## src/logic/tmv_regs.vh

```
`ifndef TMV_REGS_VH
`define TMV_REGS_VH

// ====================================================
// register byte offsets
`define TMV_OFF_FLAGS     8'h00
`define TMV_OFF_TRIG      8'h04
`define TMV_OFF_CTRL      8'h08
`define TMV_OFF_COUNT     8'h0C
`define TMV_OFF_CONST_A   8'h10
`define TMV_OFF_CONST_B   8'h14

// ====================================================
// flags / output select fields
`define TMV_BIT_MATCH_B   7
`define TMV_BIT_MATCH_A   6
`define TMV_BIT_WRAP      5
`define TMV_ACT_B_HI      3
`define TMV_ACT_B_LO      2
`define TMV_ACT_A_HI      1
`define TMV_ACT_A_LO      0
`define TMV_FLAGS_RSVD    8'h10

// ====================================================
// trigger / clock extra fields
`define TMV_EDGE_HI       4
`define TMV_EDGE_LO       3
`define TMV_BIT_TRIGGER_START_ENABLE      2
`define TMV_BIT_EXTRA     0
`define TMV_TRIG_RSVD     8'hE2

// ====================================================
// main control fields
`define TMV_BIT_IRQ_B     7
`define TMV_BIT_IRQ_A     6
`define TMV_BIT_IRQ_WRAP  5
`define TMV_CLR_HI        4
`define TMV_CLR_LO        3
`define TMV_PRE_HI        2
`define TMV_PRE_LO        0

// ====================================================
// codes and reset values
`define TMV_ACT_NONE      2'h0
`define TMV_ACT_LOW       2'h1
`define TMV_ACT_HIGH      2'h2
`define TMV_ACT_TOGGLE    2'h3
`define TMV_EDGE_OFF      2'h0
`define TMV_EDGE_RISE     2'h1
`define TMV_EDGE_FALL     2'h2
`define TMV_EDGE_BOTH     2'h3
`define TMV_CLR_NONE      2'h0
`define TMV_CLR_MATCH_A   2'h1
`define TMV_CLR_MATCH_B   2'h2
`define TMV_CLR_PIN       2'h3
`define TMV_RST_CONST     8'hFF
`define TMV_RST_BYTE      8'h00
`define TMV_CNT_MAX       8'hFF
`define TMV_CNT_ONE       8'h01
`define TMV_RESP_OKAY     2'h0
`define TMV_RESP_SLVERR   2'h2

`endif

```

## src/logic/tmv_timer.v

```verilog
`include "tmv_regs.vh"

module tmv_timer #(
    parameter DIV_W = 7
) (
    input  wire        aclk,
    input  wire        aresetn,
    input  wire [7:0]  s_axi_awaddr,
    input  wire        s_axi_awvalid,
    output wire        s_axi_awready,
    input  wire [31:0] s_axi_wdata,
    input  wire [3:0]  s_axi_wstrb,
    input  wire        s_axi_wvalid,
    output wire        s_axi_wready,
    output reg  [1:0]  s_axi_bresp,
    output reg         s_axi_bvalid,
    input  wire        s_axi_bready,
    input  wire [7:0]  s_axi_araddr,
    input  wire        s_axi_arvalid,
    output wire        s_axi_arready,
    output reg  [31:0] s_axi_rdata,
    output reg  [1:0]  s_axi_rresp,
    output reg         s_axi_rvalid,
    input  wire        s_axi_rready,
    input  wire        trigger_in_pin,
    input  wire        external_clear_pin,
    input  wire        ext_clock_pin,
    output reg         waveform_out_pin,
    output reg         irq_request
);

    // ====================================================
    // register state
    reg [7:0]       up_counter_reg;
    reg [7:0]       constant_a_reg;
    reg [7:0]       constant_b_reg;
    reg [7:0]       timer_main_control_reg;
    reg [3:0]       out_select_reg;
    reg [1:0]       trigger_edge_sel_reg;
    reg             trigger_start_enable_reg;
    reg             extra_clock_select_reg;
    reg             match_a_flag_reg;
    reg             match_b_flag_reg;
    reg             overflow_flag_reg;
    reg [2:0]       armed_reg;
    reg             running_reg;
    reg [DIV_W-1:0] div_reg;
    reg [DIV_W-1:0] div_prev_reg;

    // ====================================================
    // pin synchronisers
    reg [1:0] trig_sync_reg;
    reg [1:0] clr_sync_reg;
    reg [1:0] ext_sync_reg;
    reg       trig_prev_reg;
    reg       clr_prev_reg;
    reg       ext_prev_reg;

    always @(posedge aclk) begin
        if (!aresetn) begin
            trig_sync_reg <= 2'h0;
            clr_sync_reg  <= 2'h0;
            ext_sync_reg  <= 2'h0;
            trig_prev_reg <= 1'b0;
            clr_prev_reg  <= 1'b0;
            ext_prev_reg  <= 1'b0;
        end else begin
            trig_sync_reg <= {trig_sync_reg[0], trigger_in_pin};
            clr_sync_reg  <= {clr_sync_reg[0], external_clear_pin};
            ext_sync_reg  <= {ext_sync_reg[0], ext_clock_pin};
            trig_prev_reg <= trig_sync_reg[1];
            clr_prev_reg  <= clr_sync_reg[1];
            ext_prev_reg  <= ext_sync_reg[1];
        end
    end

    wire trig_rise = trig_sync_reg[1] & ~trig_prev_reg;
    wire trig_fall = ~trig_sync_reg[1] & trig_prev_reg;
    wire clr_rise  = clr_sync_reg[1] & ~clr_prev_reg;
    wire ext_rise  = ext_sync_reg[1] & ~ext_prev_reg;
    wire ext_fall  = ~ext_sync_reg[1] & ext_prev_reg;

    // ====================================================
    // clock select and prescaler
    wire [2:0] pre_sel = timer_main_control_reg[`TMV_PRE_HI:`TMV_PRE_LO];
    reg        tick;
    reg [2:0]  tap_idx;

    always @* begin
        tick    = 1'b0;
        tap_idx = {pre_sel[1:0], extra_clock_select_reg} - 3'h1;
        if (!pre_sel[2]) begin
            // tap switching cannot fake a falling edge: both samples read the same tap
            if (pre_sel[1:0] != 2'h0)
                tick = div_prev_reg[tap_idx] & ~div_reg[tap_idx];
        end else begin
            case (pre_sel[1:0])
                2'h1:    tick = ext_rise;
                2'h2:    tick = ext_fall;
                2'h3:    tick = ext_rise | ext_fall;
                default: tick = 1'b0;
            endcase
        end
    end

    // ====================================================
    // trigger edge detection
    reg trig_edge;

    always @* begin
        case (trigger_edge_sel_reg)
            `TMV_EDGE_RISE: trig_edge = trig_rise;
            `TMV_EDGE_FALL: trig_edge = trig_fall;
            `TMV_EDGE_BOTH: trig_edge = trig_rise | trig_fall;
            default:        trig_edge = 1'b0;
        endcase
    end

    // ====================================================
    // compare, clear and count
    wire [1:0] clr_sel = timer_main_control_reg[`TMV_CLR_HI:`TMV_CLR_LO];
    wire       count_go = tick & (running_reg | ~trigger_start_enable_reg);
    // match fires on the last tick at which the values agree
    wire       match_a = count_go & (up_counter_reg == constant_a_reg);
    wire       match_b = count_go & (up_counter_reg == constant_b_reg);
    wire       wrap    = count_go & (up_counter_reg == `TMV_CNT_MAX);
    wire       clr_match = (clr_sel == `TMV_CLR_MATCH_A && match_a) ||
                           (clr_sel == `TMV_CLR_MATCH_B && match_b);
    wire       clr_pin   = (clr_sel == `TMV_CLR_PIN) && clr_rise;

    // ====================================================
    // waveform output action
    wire [1:0] act_a = match_a ? out_select_reg[`TMV_ACT_A_HI:`TMV_ACT_A_LO] : `TMV_ACT_NONE;
    wire [1:0] act_b = match_b ? out_select_reg[`TMV_ACT_B_HI:`TMV_ACT_B_LO] : `TMV_ACT_NONE;
    reg        wave_next;

    always @* begin
        wave_next = waveform_out_pin;
        if (act_a == `TMV_ACT_TOGGLE || act_b == `TMV_ACT_TOGGLE)
            wave_next = ~waveform_out_pin;
        else if (act_a == `TMV_ACT_HIGH || act_b == `TMV_ACT_HIGH)
            wave_next = 1'b1;
        else if (act_a == `TMV_ACT_LOW || act_b == `TMV_ACT_LOW)
            wave_next = 1'b0;
    end

    // ====================================================
    // AXI4-Lite write channel
    reg        aw_got_reg;
    reg        w_got_reg;
    reg [7:0]  aw_addr_reg;
    reg [7:0]  w_byte_reg;
    reg        w_lane_reg;

    assign s_axi_awready = ~aw_got_reg & ~s_axi_bvalid;
    assign s_axi_wready  = ~w_got_reg & ~s_axi_bvalid;

    wire do_write = aw_got_reg & w_got_reg & ~s_axi_bvalid;
    wire wr_ok    = do_write & w_lane_reg;
    wire wr_flags = wr_ok && aw_addr_reg == `TMV_OFF_FLAGS;
    wire wr_trig  = wr_ok && aw_addr_reg == `TMV_OFF_TRIG;
    wire wr_ctrl  = wr_ok && aw_addr_reg == `TMV_OFF_CTRL;
    wire wr_count = wr_ok && aw_addr_reg == `TMV_OFF_COUNT;
    wire wr_ca    = wr_ok && aw_addr_reg == `TMV_OFF_CONST_A;
    wire wr_cb    = wr_ok && aw_addr_reg == `TMV_OFF_CONST_B;
    reg  aw_mapped;

    always @* begin
        if (aw_addr_reg == `TMV_OFF_FLAGS || aw_addr_reg == `TMV_OFF_TRIG)
            aw_mapped = 1'b1;
        else if (aw_addr_reg == `TMV_OFF_CTRL || aw_addr_reg == `TMV_OFF_COUNT)
            aw_mapped = 1'b1;
        else if (aw_addr_reg == `TMV_OFF_CONST_A || aw_addr_reg == `TMV_OFF_CONST_B)
            aw_mapped = 1'b1;
        else
            aw_mapped = 1'b0;
    end

    always @(posedge aclk) begin
        if (!aresetn) begin
            aw_got_reg   <= 1'b0;
            w_got_reg    <= 1'b0;
            aw_addr_reg  <= 8'h00;
            w_byte_reg   <= 8'h00;
            w_lane_reg   <= 1'b0;
            s_axi_bvalid <= 1'b0;
            s_axi_bresp  <= `TMV_RESP_OKAY;
        end else begin
            if (s_axi_awvalid && s_axi_awready) begin
                aw_got_reg  <= 1'b1;
                aw_addr_reg <= {s_axi_awaddr[7:2], 2'h0};
            end
            if (s_axi_wvalid && s_axi_wready) begin
                w_got_reg  <= 1'b1;
                w_byte_reg <= s_axi_wdata[7:0];
                w_lane_reg <= s_axi_wstrb[0];
            end
            if (do_write) begin
                aw_got_reg   <= 1'b0;
                w_got_reg    <= 1'b0;
                s_axi_bvalid <= 1'b1;
                s_axi_bresp  <= aw_mapped ? `TMV_RESP_OKAY : `TMV_RESP_SLVERR;
            end else if (s_axi_bvalid && s_axi_bready) begin
                s_axi_bvalid <= 1'b0;
            end
        end
    end

    // ====================================================
    // AXI4-Lite read channel
    wire [7:0] flags_view = {match_b_flag_reg, match_a_flag_reg, overflow_flag_reg,
                             1'b0, out_select_reg} | `TMV_FLAGS_RSVD;
    wire [7:0] trig_view  = {3'h0, trigger_edge_sel_reg, trigger_start_enable_reg,
                             1'b0, extra_clock_select_reg} | `TMV_TRIG_RSVD;
    wire       rd_take    = s_axi_arvalid & s_axi_arready;
    wire [7:0] ar_addr    = {s_axi_araddr[7:2], 2'h0};
    wire       rd_flags   = rd_take && ar_addr == `TMV_OFF_FLAGS;
    reg  [7:0] rd_byte;
    reg        rd_err;

    assign s_axi_arready = ~s_axi_rvalid;

    always @* begin
        rd_byte = 8'h00;
        rd_err  = 1'b0;
        if (ar_addr == `TMV_OFF_FLAGS)
            rd_byte = flags_view;
        else if (ar_addr == `TMV_OFF_TRIG)
            rd_byte = trig_view;
        else if (ar_addr == `TMV_OFF_CTRL)
            rd_byte = timer_main_control_reg;
        else if (ar_addr == `TMV_OFF_COUNT)
            rd_byte = up_counter_reg;
        else if (ar_addr == `TMV_OFF_CONST_A)
            rd_byte = constant_a_reg;
        else if (ar_addr == `TMV_OFF_CONST_B)
            rd_byte = constant_b_reg;
        else
            rd_err = 1'b1;
    end

    always @(posedge aclk) begin
        if (!aresetn) begin
            s_axi_rvalid <= 1'b0;
            s_axi_rdata  <= 32'h0000_0000;
            s_axi_rresp  <= `TMV_RESP_OKAY;
        end else if (rd_take) begin
            s_axi_rvalid <= 1'b1;
            s_axi_rdata  <= {24'h00_0000, rd_byte};
            s_axi_rresp  <= rd_err ? `TMV_RESP_SLVERR : `TMV_RESP_OKAY;
        end else if (s_axi_rready) begin
            s_axi_rvalid <= 1'b0;
        end
    end

    // ====================================================
    // flags with read-then-write-zero clearing
    wire [2:0] flag_now = {match_b_flag_reg, match_a_flag_reg, overflow_flag_reg};
    wire [2:0] flag_set = {match_b, match_a, wrap};
    wire [2:0] wr_bits  = {w_byte_reg[`TMV_BIT_MATCH_B], w_byte_reg[`TMV_BIT_MATCH_A],
                           w_byte_reg[`TMV_BIT_WRAP]};
    // a 1 written keeps the flag, a 0 only clears when armed by a read
    wire [2:0] flag_clr = wr_flags ? (armed_reg & ~wr_bits) : 3'h0;
    wire [2:0] flag_next = flag_set | (flag_now & ~flag_clr);

    always @(posedge aclk) begin
        if (!aresetn) begin
            match_b_flag_reg  <= 1'b0;
            match_a_flag_reg  <= 1'b0;
            overflow_flag_reg <= 1'b0;
            armed_reg         <= 3'h0;
        end else begin
            match_b_flag_reg  <= flag_next[2];
            match_a_flag_reg  <= flag_next[1];
            overflow_flag_reg <= flag_next[0];
            // arm on a read returning 1; the write consumes the arming
            if (rd_flags)
                armed_reg <= (wr_flags ? 3'h0 : armed_reg) | flag_now;
            else if (wr_flags)
                armed_reg <= 3'h0;
        end
    end

    // ====================================================
    // control registers, counter, run state, output
    always @(posedge aclk) begin
        if (!aresetn) begin
            up_counter_reg           <= `TMV_RST_BYTE;
            constant_a_reg           <= `TMV_RST_CONST;
            constant_b_reg           <= `TMV_RST_CONST;
            timer_main_control_reg   <= `TMV_RST_BYTE;
            out_select_reg           <= 4'h0;
            trigger_edge_sel_reg     <= `TMV_EDGE_OFF;
            trigger_start_enable_reg <= 1'b0;
            extra_clock_select_reg   <= 1'b0;
            running_reg              <= 1'b1;
            waveform_out_pin         <= 1'b0;
            irq_request              <= 1'b0;
            div_reg                  <= {DIV_W{1'b0}};
            div_prev_reg             <= {DIV_W{1'b0}};
        end else begin
            div_reg      <= div_reg + {{(DIV_W-1){1'b0}}, 1'b1};
            div_prev_reg <= div_reg;
            if (wr_flags)
                out_select_reg <= w_byte_reg[`TMV_ACT_B_HI:`TMV_ACT_A_LO];
            if (wr_trig) begin
                trigger_edge_sel_reg     <= w_byte_reg[`TMV_EDGE_HI:`TMV_EDGE_LO];
                trigger_start_enable_reg <= w_byte_reg[`TMV_BIT_TRIGGER_START_ENABLE];
                extra_clock_select_reg   <= w_byte_reg[`TMV_BIT_EXTRA];
            end
            if (wr_ctrl)
                timer_main_control_reg <= w_byte_reg;
            if (wr_ca)
                constant_a_reg <= w_byte_reg;
            if (wr_cb)
                constant_b_reg <= w_byte_reg;
            // clear beats a software write, a write beats counting
            if (clr_match || clr_pin)
                up_counter_reg <= `TMV_RST_BYTE;
            else if (wr_count)
                up_counter_reg <= w_byte_reg;
            else if (count_go)
                up_counter_reg <= up_counter_reg + `TMV_CNT_ONE;
            if (!trigger_start_enable_reg)
                running_reg <= 1'b1;
            else if (trig_edge)
                running_reg <= 1'b1;
            else if (clr_match || clr_pin)
                running_reg <= 1'b0;
            waveform_out_pin <= wave_next;
            irq_request <= (flag_next[2] & timer_main_control_reg[`TMV_BIT_IRQ_B]) |
                           (flag_next[1] & timer_main_control_reg[`TMV_BIT_IRQ_A]) |
                           (flag_next[0] & timer_main_control_reg[`TMV_BIT_IRQ_WRAP]);
        end
    end

endmodule

```

## config.mk

```make
export PLATFORM = sky130hd
export DESIGN_NAME = tmv_timer
export DESIGN_NICKNAME = d
export VERILOG_FILES = /design/src/logic/tmv_timer.v
export VERILOG_INCLUDE_DIRS = /design/src /design/src/logic
export SDC_FILE = /design/constraint.sdc
export NUM_CORES = 1
export LEC_CHECK = 0
export ABC_CLOCK_PERIOD_IN_PS = 7100
export BUFFER_PORTS_ARGS = -buffer_cell sky130_fd_sc_hd__buf_4
export CAP_MARGIN = 5
export CORE_UTILIZATION = 46
export DETAILED_ROUTE_END_ITERATION = 10
export PLACE_DENSITY = 0.76
export SETUP_SLACK_MARGIN = 0.4
export SLEW_MARGIN = 10
export SYNTH_ARGS = -nofsm -noshare
export SYNTH_HDL_FRONTEND = slang
export SYNTH_SLANG_ARGS = --single-unit
```

## constraint.sdc

```tcl
create_clock -name aclk -period 7.1 [get_ports aclk]
set_input_delay 0.71 -clock aclk [delete_from_list [all_inputs] [get_ports aclk]]
set_output_delay 0.71 -clock aclk [all_outputs]
set_load 0.01 [all_outputs]
```

Word level (Yosys, flattened, before mapping). Cells that the tools add are included.

Flip-flop bits (word level): 103. Latch bits: 0. Memory bits (writable): 0. Memory bits (read-only): 0. Bits of input ports: 62. Output and inout port bits: 43. Word-level logic and storage cells: 178. Memories: 0.

Add/sub/neg operators: 3. Multiply operators: 0. Div/mod/pow operators: 0. $lt $le $gt $ge: 1. Eq/ne operators: 28. Shift operators: 0. Muxes and demuxes: 39. Bitwise operators: 43. Reduce and logical (&&, ||, !) cells: 31.

Operators by type and width (number): 8-bit two-way mux (8); 6-bit by 2-bit equality test with 1-bit output, second input constant (4); 6-bit by 3-bit equality test with 1-bit output, second input constant (4); 2-bit equality test, second input constant (10); 1-bit two-way mux (20); 1-bit AND (19); 8-bit equality test (2); 8-bit zero test (2); 1-bit logical AND (13); 1-bit inverter (13); 6-bit by 1-bit equality test with 1-bit output, second input constant (2); 2-bit by 1-bit equality test with 1-bit output, second input constant (5); 3-bit two-way mux (3); 8-bit by 1-bit adder with 8-bit output, second input constant (1); 8-bit equality test, second input constant (1); 1-bit logical OR (8); 2-bit two-way mux (4); 2-bit nonzero test (4); 7-bit by 1-bit adder with 7-bit output, second input constant (1); 3-bit AND (2); 1-bit binary-select mux with 3-bit select (2); 3-bit inverter (2); 3-bit bitwise OR (2); 1-bit case mux with 3 select lines (2); other kinds (6) (11).

Longest topological paths before layout. Gate-level depths: netlist (run 1).

Word-level depth: 15. Depth in mapped cells: 9. Depth with buffers taken out: 8.

Worst setup path before layout (run 1). OpenSTA, ideal clock, no wires.

Path type: reg-to-reg. Start point: reg extra_clock_select_reg. End point: reg up_counter_reg[6]. Library setup time: 0.091 ns. Arrival time: 2.141 ns. Required time: 7.009 ns. Slack: 4.868 ns. Stages on the path, launching flop included: 8. Path buffers: 0. Period minus slack after synthesis: 2.232 ns. Cells stage by stage: dfxtp_1 inv_1 ha_1 o32a_1 o21ai_2 nand3_4 or3_1 a311oi_1.

Word-level cells in the longest chain between the ends: 13.

RTL lines: start, declared (RTL line tmv_timer.v:41) `reg extra_clock_select_reg;`; start signal, assigned (RTL line tmv_timer.v:309) `` extra_clock_select_reg <= w_byte_reg[`TMV_BIT_EXTRA]; ``; 3-bit by 1-bit subtractor with 3-bit output (*) (RTL line tmv_timer.v:91) `tap_idx = {pre_sel[1:0], extra_clock_select_reg} - 3'h1;`; 1-bit binary-select mux with 3-bit select (RTL line tmv_timer.v:95) `tick = div_prev_reg[tap_idx] & ~div_reg[tap_idx];`; 1-bit two-way mux (not written as such) (RTL line tmv_timer.v:95); 1-bit inverter (RTL line tmv_timer.v:95); 1-bit AND (*) (RTL line tmv_timer.v:95); 1-bit two-way mux (*) (RTL line tmv_timer.v:94) `if (pre_sel[1:0] != 2'h0)`; 1-bit two-way mux (*) (RTL line tmv_timer.v:92) `if (!pre_sel[2]) begin`; 1-bit AND (*) (RTL line tmv_timer.v:122) `wire count_go = tick & (running_reg | ~trigger_start_enable_reg);`; 1-bit AND, on equally long branches (RTL line tmv_timer.v:124, tmv_timer.v:125); 1-bit logical AND, on equally long branches (RTL line tmv_timer.v:127, tmv_timer.v:128); 1-bit logical OR (RTL line tmv_timer.v:127) `` wire clr_match = (clr_sel == `TMV_CLR_MATCH_A && match_a) || ``; 1-bit logical OR (RTL line tmv_timer.v:318) `if (clr_match || clr_pin)`; 2-bit OR reduction (no source line); end signal, assigned (RTL line tmv_timer.v:319) `` up_counter_reg <= `TMV_RST_BYTE; ``; end signal, assigned (RTL line tmv_timer.v:321) `up_counter_reg <= w_byte_reg;`; end signal, assigned (RTL line tmv_timer.v:323) `` up_counter_reg <= up_counter_reg + `TMV_CNT_ONE; ``; end, declared (RTL line tmv_timer.v:34) `reg [7:0] up_counter_reg;`.

Mark *: on every way between the ends. The rest lies on a longest branch, timed or not. The select of a mux whose other input is x is not followed. A chain may end at the register's enable or synchronous reset.

Worst setup path after layout (run 1). Same ends and word-level chain as after synthesis.

==> impl_metrics.json, run 1 <==
{
  "yosys-top-cells-area": "dfxtp_1 42%, mux2i_1 9.8%, nor2_1 5.6%",
  "ys_seq_area_share_pct": 42.1,
  "clock-root-buffer": "clkbuf_8",
  "crit_type": "flop to flop",
  "switching_share_pct": 25.6,
  "viasPerCell": 5.45,
  "peakVddDrop_uv": 100,
  "r2r_start": "extra_clock_select_reg",
  "yosys_warnings": 0,
  "power_switching_mw": 0.278,
  "critPathMaxFanout": 15,
  "critPathRequiredTime_ns": 7.38,
  "drc": 0,
  "track_usage_pct": 20.7,
  "clk_pin_slew_ns": 0.10,
  "cp.arrival_ns": 3.07,
  "relSlewSlack_pct": 37.5,
  "holdWs_ns": 0.439,
  "finalCritPeriodShare_pct": 39.4,
  "cts_buffer_depth": 2,
  "cts_resized": 0,
  "die_width_um": 104,
  "cts_buffers": 9,
  "synth.top_cell.area_share_pct": 42.1,
  "hold_depth": 1,
  "syn_inst": 542,
  "synthArstFlopShare_pct": 0,
  "rrSetupSlack_ns": 4.31,
  "seqPwrFrac_pct": 55.2,
  "die_area_um2": 10900,
  "cts_setup_buffers": 0,
  "status": "finished clean",
  "r2r_cells": 7,
  "drt-initial-drc-count": 235,
  "fin_cells": 710,
  "ys_types": 60,
  "grt_pass1_vias": 3546,
  "finalHoldViolCount": 0,
  "fmax_ghz": 0.358,
  "r2r-end": "up_counter_reg[6]",
  "worstSetupStartpointType": "flop",
  "setup_ws_ns": 4.31,
  "pre_cts_slack_ns": 4.37,
  "drive_gt1_share_pct": 13.5,
  "min_period_ns": 2.79,
  "ioPinCount": 105,
  "powerDensity_nw_per_um2": 204,
  "synth_top_area_cell": "dfxtp_1",
  "grt_max_degree": 55,
  "grt_pass1_wl_um": 17900,
  "placed_area_um2": 5110,
  "p_leak_nw": 2.02,
  "hold_end": "trig_sync_reg[1]",
  "cts.sinks": 101,
  "dpl.hpwl_um": 7630,
  "fin_util_pct": 53.5,
  "clockPowerShare_pct": 36.4,
  "ys.flop_type": "dfxtp_1",
  "min-delay-start": "trig_sync_reg[0]",
  "slew_violations": 0,
  "ctsHoldBuffers": 0,
  "rsz0062_at_grt": "no",
  "firstDrtPassIters": 5,
  "cp-end-kind": "flop",
  "ys_ff_latch": 101,
  "dp.cells": 694,
  "hp-class": "flop to flop",
  "antenna_cells": 0,
  "area_growth_pct": 10.7,
  "routabilityCongestion": 0.898,
  "setup_viol": 0,
  "syn-cell-area_um2": 4810,
  "antenna_found_initial": 0,
  "p_int_mw": 0.809,
  "cts_tree": "built",
  "ctsHtreeMaxLevel": 3,
  "combinationalPowerShare_pct": 8.4,
  "die_y_um": 104,
  "clk-insertion-delay-late_ns": 0.37,
  "vias": 3871,
  "wl_um": 10900,
  "initial_core_util_pct": 48.3,
  "core_um2": 9950,
  "cap_violations": 0,
  "synth_edf_count": 0,
  "design_area_um2": 5330,
  "worst_pin_slew_ns": 0.937,
  "route.antenna.remaining_nets": 0,
  "nFillCells": 921,
  "layout.nets": 641,
  "grt_overflow": 0,
  "setup-tns-final_ns": 0,
  "total_power_mw": 1.09,
  "synth.avg_cell_area_um2": 8.87,
  "wl_per_cell_um": 15.3,
  "std_cell_rows": 36,
  "numPortBuffers": 47,
  "fin_skew_ns": 0.00832
}
## logic make-up after synthesis
group | count (synthesis) | share of synthesized area, %
mux | 48 | 10.0
compound gates | 96 | 13.6
buf+inv | 71 | 8.17
fa+ha+maj | 7 | 1.82
other cells | 1 | 0.0780
xor+xnor | 25 | 4.55
simple gates | 193 | 19.7
flops | 101 | 42.1
## cell type report
| cell class | instances | area (µm²) | share of cell area (%) |
|---|---|---|---|
| Clock buffer | 11 | 151 | 2.84 |
| Clock inverter | 5 | 63.8 | 1.20 |
| Inverter | 16 | 60.1 | 1.13 |
| Multi-Input combinational cell | 395 | 2490 | 46.8 |
| Sequential cell | 101 | 2020 | 38.0 |
| Tap cell | 133 | 166 | 3.13 |
| Timing Repair Buffer | 49 | 368 | 6.91 |
## power by group through the flow
| stage | Combinational [mW] | Clock, mW | Sequential, mW |
|---|---|---|---|
| 6_report | 0.0918 | 0.395 | 0.600 |
| 5_1_grt | 0.102 | 0.428 | 0.603 |
| 4_1_cts | 0.0922 | 0.402 | 0.600 |
| 3_5_place_dp | 0.0920 | 0 | 0.613 |
| 3_3_place_gp | 0.0895 | 0 | 0.612 |
| 2_1_floorplan | 0.0688 | 0 | 0.608 |
## placed cells by master (no fill, tap or decap), drive strengths merged, types with 19 or more instances in the layout
cell type and count:
dfxtp 101, nor2 73, nand2 49, buf 49, mux2i 47, a21oi 27
conb 26, xnor2 20, inv 19
## how the worst max path moves through the flow
stage                                      start           endpoint  slack [ns]  depth (start not counted)
final                     extra_clock_select_reg  up_counter_reg[6]        4.31                          7
after global routing      extra_clock_select_reg  up_counter_reg[6]        4.14                          7
after CTS                 extra_clock_select_reg  up_counter_reg[6]        4.35                          7
after detailed placement  extra_clock_select_reg  up_counter_reg[6]        4.37                          7
after global placement           s_axi_araddr[5]     s_axi_rdata[5]        4.45                          6
after floorplan           extra_clock_select_reg  up_counter_reg[6]        4.87                          7
## critical path, stage by stage, from the launching register on
cell      delay (ns)
dfxtp_1         0.45
inv_1           0.12
ha_1            0.38
o32a_1          0.38
o21ai_2         0.37
nand3_4         0.27
or3_1           0.44
a311oi_1        0.29
## synth_stat cells (6+ instances only)
| library cell | n |
|---|---|
| nand2_1 | 49 |
| nand3_1 | 8 |
| a311oi_1 | 6 |
| ha_1 | 7 |
| o21ai_0 | 12 |
| nor3_1 | 6 |
| dfxtp_1 | 101 |
| a21oi_1 | 26 |
| a211oi_1 | 13 |
| xnor2_1 | 20 |
| nor2_1 | 72 |
| buf_4 | 26 |
| inv_1 | 15 |
| nand4_1 | 12 |
| and2_1 | 17 |
| clkbuf_1 | 24 |
| mux2i_1 | 47 |
## routing by layer
layer	vias up	global-route usage, %	wire [µm]
met5	-	0	0
met4	0	6.22	114
met3	13	3.63	544
met2	139	33.5	4990
met1	1818	28.1	5200
li1	1901	-	-
No activity file was read; power rests on OpenSTA's default activity.
==> inputs of run 2 (changes only) <==
--- a/config.mk
+++ b/config.mk
@@ -6,12 +6,12 @@
 export SDC_FILE = /design/constraint.sdc
 export NUM_CORES = 1
 export LEC_CHECK = 0
-export ABC_CLOCK_PERIOD_IN_PS = 7100
+export ABC_CLOCK_PERIOD_IN_PS = 2250
 export BUFFER_PORTS_ARGS = -buffer_cell sky130_fd_sc_hd__buf_4
 export CAP_MARGIN = 5
 export CORE_UTILIZATION = 46
 export DETAILED_ROUTE_END_ITERATION = 10
-export PLACE_DENSITY = 0.76
+export PLACE_DENSITY = 0.79
 export SETUP_SLACK_MARGIN = 0.4
 export SLEW_MARGIN = 10
 export SYNTH_ARGS = -nofsm -noshare
==> constraint.sdc (replaced) <==
create_clock -name aclk -period 2.25 [get_ports aclk]
set_input_delay 0.225 -clock aclk [delete_from_list [all_inputs] [get_ports aclk]]
set_output_delay 0.225 -clock aclk [all_outputs]
set_load 0.01 [all_outputs]
==> run 2 against run 1 <==
  * Power grew to 3.0 times the previous value
  * Fmax up 30%
  * Via count grew 4.6%
  * Critical path type unchanged
  * Highest routed layer unchanged
  * Largest power group unchanged
  * Critical path depth unchanged
  * Clock power increased to 2.7 times the previous value
  * Sequential share of layout area is 1.5 points lower
  * First-iteration DRC count grew 52%
  * Routed wire length is 5.5% higher
==> impl_metrics.json, run 2 (synthesis gave the netlist of run 1 again) <==
{
  "status": "finished clean",
  "cp-end-kind": "flop",
  "finalHoldViolCount": 0,
  "p_leak_nw": 2.14,
  "clk-insertion-delay-late_ns": 0.37,
  "wl_um": 11500,
  "std_cell_rows": 36,
  "powerDensity_nw_per_um2": 587,
  "peakVddDrop_uv": 280,
  "ioPinCount": 105,
  "grt_pass1_vias": 3776,
  "min_period_ns": 2.14,
  "crit_type": "flop to flop",
  "cts_buffer_depth": 2,
  "final_common_cell": "dfxtp_1",
  "cap_violations": 0,
  "cts_buffers": 9,
  "routabilityCongestion": 0.906,
  "ctsHoldBuffers": 0,
  "layout.nets": 665,
  "drive_gt1_share_pct": 19.0,
  "cp.arrival_ns": 2.42,
  "grt_overflow": 0,
  "dpl.hpwl_um": 7910,
  "worst_pin_slew_ns": 0.927,
  "initial_core_util_pct": 48.3,
  "vias": 4050,
  "placed_area_um2": 5240,
  "layout_common_cells": "96 x dfxtp_1, 72 x nor2_1, 67 x buf_4",
  "cts_tree": "built",
  "grt_max_degree": 55,
  "total_power_mw": 3.28,
  "track_usage_pct": 21.4,
  "slew_violations": 0,
  "firstDrtPassIters": 5,
  "route.antenna.remaining_nets": 0,
  "area_growth_pct": 16.2,
  "viasPerCell": 5.52,
  "grt_pass1_wl_um": 18600,
  "die_width_um": 104,
  "die_y_um": 104,
  "die_area_um2": 10900,
  "rsz0062_at_grt": "yes",
  "worstSetupStartpointType": "flop",
  "clk_pin_slew_ns": 0.10,
  "design_area_um2": 5590,
  "drc": 0,
  "drt-initial-drc-count": 357,
  "hp-class": "primary input to flop",
  "critPathMaxFanout": 7,
  "setup-tns-final_ns": 0,
  "antenna_found_initial": 0,
  "setup_ws_ns": 0.106,
  "nFillCells": 888,
  "holdWs_ns": 0.0252,
  "setup_viol": 0,
  "fin_skew_ns": 0.0131,
  "wl_per_cell_um": 15.6,
  "ctsHtreeMaxLevel": 3,
  "core_um2": 9950,
  "finalCritPeriodShare_pct": 95.3,
  "cts.sinks": 101,
  "critPathRequiredTime_ns": 2.53,
  "numPortBuffers": 47,
  "relSlewSlack_pct": 38.2,
  "pre_cts_slack_ns": 0.0428,
  "antenna_cells": 0,
  "fmax_ghz": 0.466,
  "clock-root-buffer": "clkbuf_8"
}
run 2: cell count changes in the layout (fill, tap and decap cells not counted), moves of 3 or more:
cell	change
buf_6	+5
buf_4	+18
dfxtp_1	-5
dfxtp_4	+3
run 2: layout make-up:
type	count	area [µm²]	share of cell area, %
sequential	101	2040	36.4
inverter	16	65.1	1.16
timing repair buffer	72	559	10.0
tap	133	166	2.98
clock inverter	4	33.8	0.605
clock buffer	12	145	2.60
multi-input combinational	396	2580	46.2
run 2: power breakdown:
group          leakage [nW]  internal, mW  switching (mW)  total (mW)
combinational          1.23         0.136           0.171       0.307
sequential            0.825          1.84          0.0569        1.89
clock                0.0872         0.442           0.638        1.08
total                  2.14          2.41           0.866        3.28
run 2: routing by layer:
layer  routed length [µm]  vias up  track usage (%)  share of wire, %
li1                     -     1939                -                 -
met1                 5120     1909             27.7                45
met2                 5300      171             35.1                46
met3                  789       31             5.45               6.9
met4                  243        0             6.33               2.1
met5                    0        -                0                 0
run 2: worst paths after layout:
check / from / to / slack [ns] / cells after the start
max: timer_main_control_reg[0] / up_counter_reg[4] / 0.11 / 7
min reg2reg: ext_sync_reg[0] / ext_sync_reg[1] / 0.44 / 1
min: s_axi_rready / s_axi_rvalid / 0.03 / 2
max reg2reg: timer_main_control_reg[0] / up_counter_reg[4] / 0.11 / 7
run 2: worst max-delay path: stages (launching register included):
cell and delay (ns):
dfxtp_4 0.37, inv_4 0.04, ha_4 0.25, o32a_1 0.39
o21ai_4 0.24, nand3_4 0.14, or3_1 0.34, a311oi_1 0.27
run 2: timing repair:
item                                    4_1_cts  5_1_grt
pin swaps                                     4        5
cloned                                        1        0
endpoints found under the setup margin       12       41
resized for setup                             2       16
setup buffers                                 6        6
run 2: per-stage QoR:
| step | instances | utilization, % |
|---|---|---|
| 2_1_floorplan | 567 | - |
| 3_3_place_gp | 705 | 52.6 |
| 3_5_place_dp | 705 | 52.6 |
| 4_1_cts | 728 | 55.1 |
| 5_1_grt | 734 | 56.1 |
| 6_report | 734 | 56.1 |
==> inputs of run 3 (changes only) <==
--- a/config.mk
+++ b/config.mk
@@ -6,7 +6,7 @@
 export SDC_FILE = /design/constraint.sdc
 export NUM_CORES = 1
 export LEC_CHECK = 0
-export ABC_CLOCK_PERIOD_IN_PS = 2250
+export ABC_AREA = 1
 export BUFFER_PORTS_ARGS = -buffer_cell sky130_fd_sc_hd__buf_4
 export CAP_MARGIN = 5
 export CORE_UTILIZATION = 46
==> constraint.sdc (replaced) <==
create_clock -name aclk -period 2.25 [get_ports aclk]
set_input_delay 0.225 -clock aclk [delete_from_list [all_inputs] [get_ports aclk]]
set_output_delay 0.225 -clock aclk [all_outputs]
set_load 0.1 [all_outputs]
==> run 3 against run 2 <==
  * Power up 11%
  * Die area down 0.92%
  * Cell area up 0.74%
  * Critical endpoint is now up_counter_reg[2]
  * Via count up 6.5%
  * Largest power group unchanged
  * Routed wire length down 1.8%
  * Non-clock buffer count down 4
==> impl_metrics.json, run 3 <==
{
  "grt_pass1_wl_um": 18400,
  "fin_skew_ns": 0.0119,
  "wl_per_cell_um": 13.4,
  "numPortBuffers": 47,
  "critPathBufInv": 3,
  "multi_input_area_um2": 2330,
  "hold_end": "clr_sync_reg[0]",
  "crit_type": "flop to flop",
  "clk_pin_slew_ns": 0.09,
  "die_width_um": 104,
  "seqPwrFrac_pct": 51.5,
  "final_common_cell": "nand2_1",
  "rsz0062_at_grt": "yes",
  "syn_inst": 645,
  "critPathMaxStageDelay_ns": 0.37,
  "critical_path.top_delay_family": "simple AND/OR/NAND/NOR gates",
  "peakVddDrop_uv": 402,
  "clock-root-buffer": "clkbuf_8",
  "status": "finished clean",
  "cts_tree": "built",
  "ys_types": 38,
  "placed_area_um2": 5210,
  "p_int_mw": 2.50,
  "synth_top_area_cell": "dfxtp_1",
  "cts.sinks": 101,
  "relSlewSlack_pct": 55.2,
  "antenna_cells": 0,
  "antenna_found_initial": 0,
  "area_growth_pct": 18.1,
  "r2r_cells": 13,
  "routabilityCongestion": 0.897,
  "design_area_um2": 5630,
  "synth.most_common_cell": "nand2_1",
  "clockPowerShare_pct": 32.6,
  "worst_pin_slew_ns": 0.670,
  "route.antenna.remaining_nets": 0,
  "die_area_um2": 10800,
  "hp-class": "primary input to flop",
  "drc": 0,
  "switching_share_pct": 31.3,
  "rrSetupSlack_ns": 0.46,
  "cap_violations": 0,
  "synth_common_cells": "107 x nand2_1, 101 x dfxtp_1, 78 x inv_1",
  "grt_overflow": 0,
  "cp.arrival_ns": 2.10,
  "critPathMaxFanout": 8,
  "cts_buffer_depth": 2,
  "layout.nets": 773,
  "cp_slowest_cell": "dfxtp_2",
  "synth.avg_cell_area_um2": 7.38,
  "ys_ff_latch": 101,
  "initial_core_util_pct": 48.1,
  "core_um2": 9910,
  "setup-tns-final_ns": 0,
  "std_cell_rows": 36,
  "clk-insertion-delay-late_ns": 0.37,
  "synthArstFlopShare_pct": 0,
  "fmax_ghz": 0.558,
  "layout_common_cells": "105 x nand2_1, 95 x dfxtp_1, 72 x inv_1",
  "grt_max_degree": 32,
  "ioPinCount": 105,
  "r2r_start": "extra_clock_select_reg",
  "combinationalPowerShare_pct": 15.9,
  "ctsHoldBuffers": 0,
  "die_y_um": 104,
  "wl_um": 11200,
  "vias": 4313,
  "drive_gt1_share_pct": 19.2,
  "crit_chain": "inv_4 -> ha_4 -> inv_4 -> nand3_2 -> nand2_1 -> nand2_1 -> nand2_2 -> nand2_2 -> nand2_4 -> inv_4 -> nand3_1 -> nand4_4 -> nor2_2",
  "setup_viol": 0,
  "cts_buffers": 9,
  "synth.top_cell.area_share_pct": 42.4,
  "dpl.hpwl_um": 7940,
  "powerDensity_nw_per_um2": 647,
  "slew_violations": 0,
  "yosys-top-cells-area": "dfxtp_1 42%, nand2_1 8.4%, inv_1 6.1%",
  "worstSetupStartpointType": "flop",
  "cpMostUsedCell": "inv_4",
  "r2r-end": "up_counter_reg[2]",
  "seqCellArea_um2": 2030,
  "yosys_warnings": 0,
  "viasPerCell": 5.12,
  "drt-initial-drc-count": 247,
  "nFillCells": 918,
  "min-delay-start": "external_clear_pin",
  "min_period_ns": 1.79,
  "hold_depth": 3,
  "finalCritPeriodShare_pct": 79.6,
  "grt_pass1_vias": 3956,
  "ctsHtreeMaxLevel": 3,
  "ys_seq_area_share_pct": 42.4,
  "cp-end-kind": "flop",
  "ys.flop_type": "dfxtp_1",
  "synth_edf_count": 0,
  "track_usage_pct": 21.1,
  "syn-cell-area_um2": 4760,
  "critPathRequiredTime_ns": 2.56,
  "finalHoldViolCount": 0,
  "power_switching_mw": 1.14,
  "firstDrtPassIters": 5,
  "p_leak_nw": 2.47
}
[run 3: cell count changes after synthesis, sizes merged, moves of 10 or more]
| cell | previous run | this run |
|---|---|---|
| inv | 16 | 90 |
| o211ai | 5 | 16 |
| nor2 | 73 | 63 |
| and2 | 17 | 0 |
| xnor2 | 20 | 9 |
| clkbuf | 25 | 14 |
| mux2i | 47 | 0 |
| a211oi | 13 | 0 |
| nand3 | 9 | 24 |
| a21oi | 27 | 53 |
| nand2 | 49 | 112 |
| o21ai | 17 | 64 |
[run 3: power groups by stage]
stage,Clock (mW),Combinational (mW),Sequential (mW)
floorplan,0,0.436,1.96
global placement,0,0.560,1.91
detailed placement,0,0.567,1.92
CTS,1.19,0.569,1.87
global route,1.27,0.617,1.88
finish,1.19,0.578,1.88
[run 3: tightest hold or removal path: cells and delay by family]
kind                   cells  cell delay [ns]
AND/OR/NAND/NOR            1             0.04
buffers and inverters      2             0.12
[run 3: logic make-up (layout without fill, tap and decap cells)]
kind of cell	count (synthesis)	count (layout)	share of synthesized area, %
AOI/OAI and AO/OA	153	153	17.9
buffers and inverters	138	177	13.1
xor gates and xnor gates	22	22	4.05
other	1	26	0.0787
adders and majority gates	7	7	1.84
and+or+nand+nor	223	223	20.6
DFF	101	101	42.4
[run 3: final cells by class]
| class | count | area share, % |
|---|---|---|
| Sequential cell | 101 | 36.1 |
| Clock inverter | 5 | 1.05 |
| Clock buffer | 11 | 2.51 |
| Multi-Input combinational cell | 431 | 41.5 |
| Tap cell | 133 | 2.96 |
| Timing Repair Buffer | 68 | 9.36 |
| Inverter | 93 | 6.54 |
[run 3: how the worst max path moves through the flow]
stage,startpoint,endpoint,slack (ns),depth (start not counted)
CTS,timer_main_control_reg[0],up_counter_reg[2],0.41,13
global placement,timer_main_control_reg[0],up_counter_reg[1],0.29,13
detailed placement,ext_sync_reg[1],up_counter_reg[7],0.19,11
global route,extra_clock_select_reg,up_counter_reg[2],0.32,13
floorplan,s_axi_rvalid,s_axi_rdata[5],0.40,7
finish,extra_clock_select_reg,up_counter_reg[2],0.46,13
[run 3: metrics by stage]
step | utilization [%] | setup WS [ns] | power [mW] | cells | hold WS [ns]
floorplan | - | 0.404 | 2.40 | 670 | 0.323
global placement | 52.6 | 0.293 | 2.47 | 814 | 0.397
detailed placement | 52.6 | 0.190 | 2.48 | 814 | 0.397
CTS | 55.4 | 0.405 | 3.63 | 835 | 0.0329
global route | 56.8 | 0.317 | 3.77 | 842 | 0.0362
finish | 56.8 | 0.458 | 3.64 | 842 | 0.0365
[run 3: repair_timing]
action,in CTS,in global routing
endpoints found under the setup margin,10,27
pin swaps,4,14
setup buffers,5,7
resized for setup,7,24
gates cloned,0,0
[run 3: layer usage]
layer	GRT usage, %	up-vias	wire [µm]
li1	-	2167	-
met1	25.9	1948	4780
met2	36.1	168	5490
met3	3.27	30	592
met4	10.0	0	378
met5	0	-	0
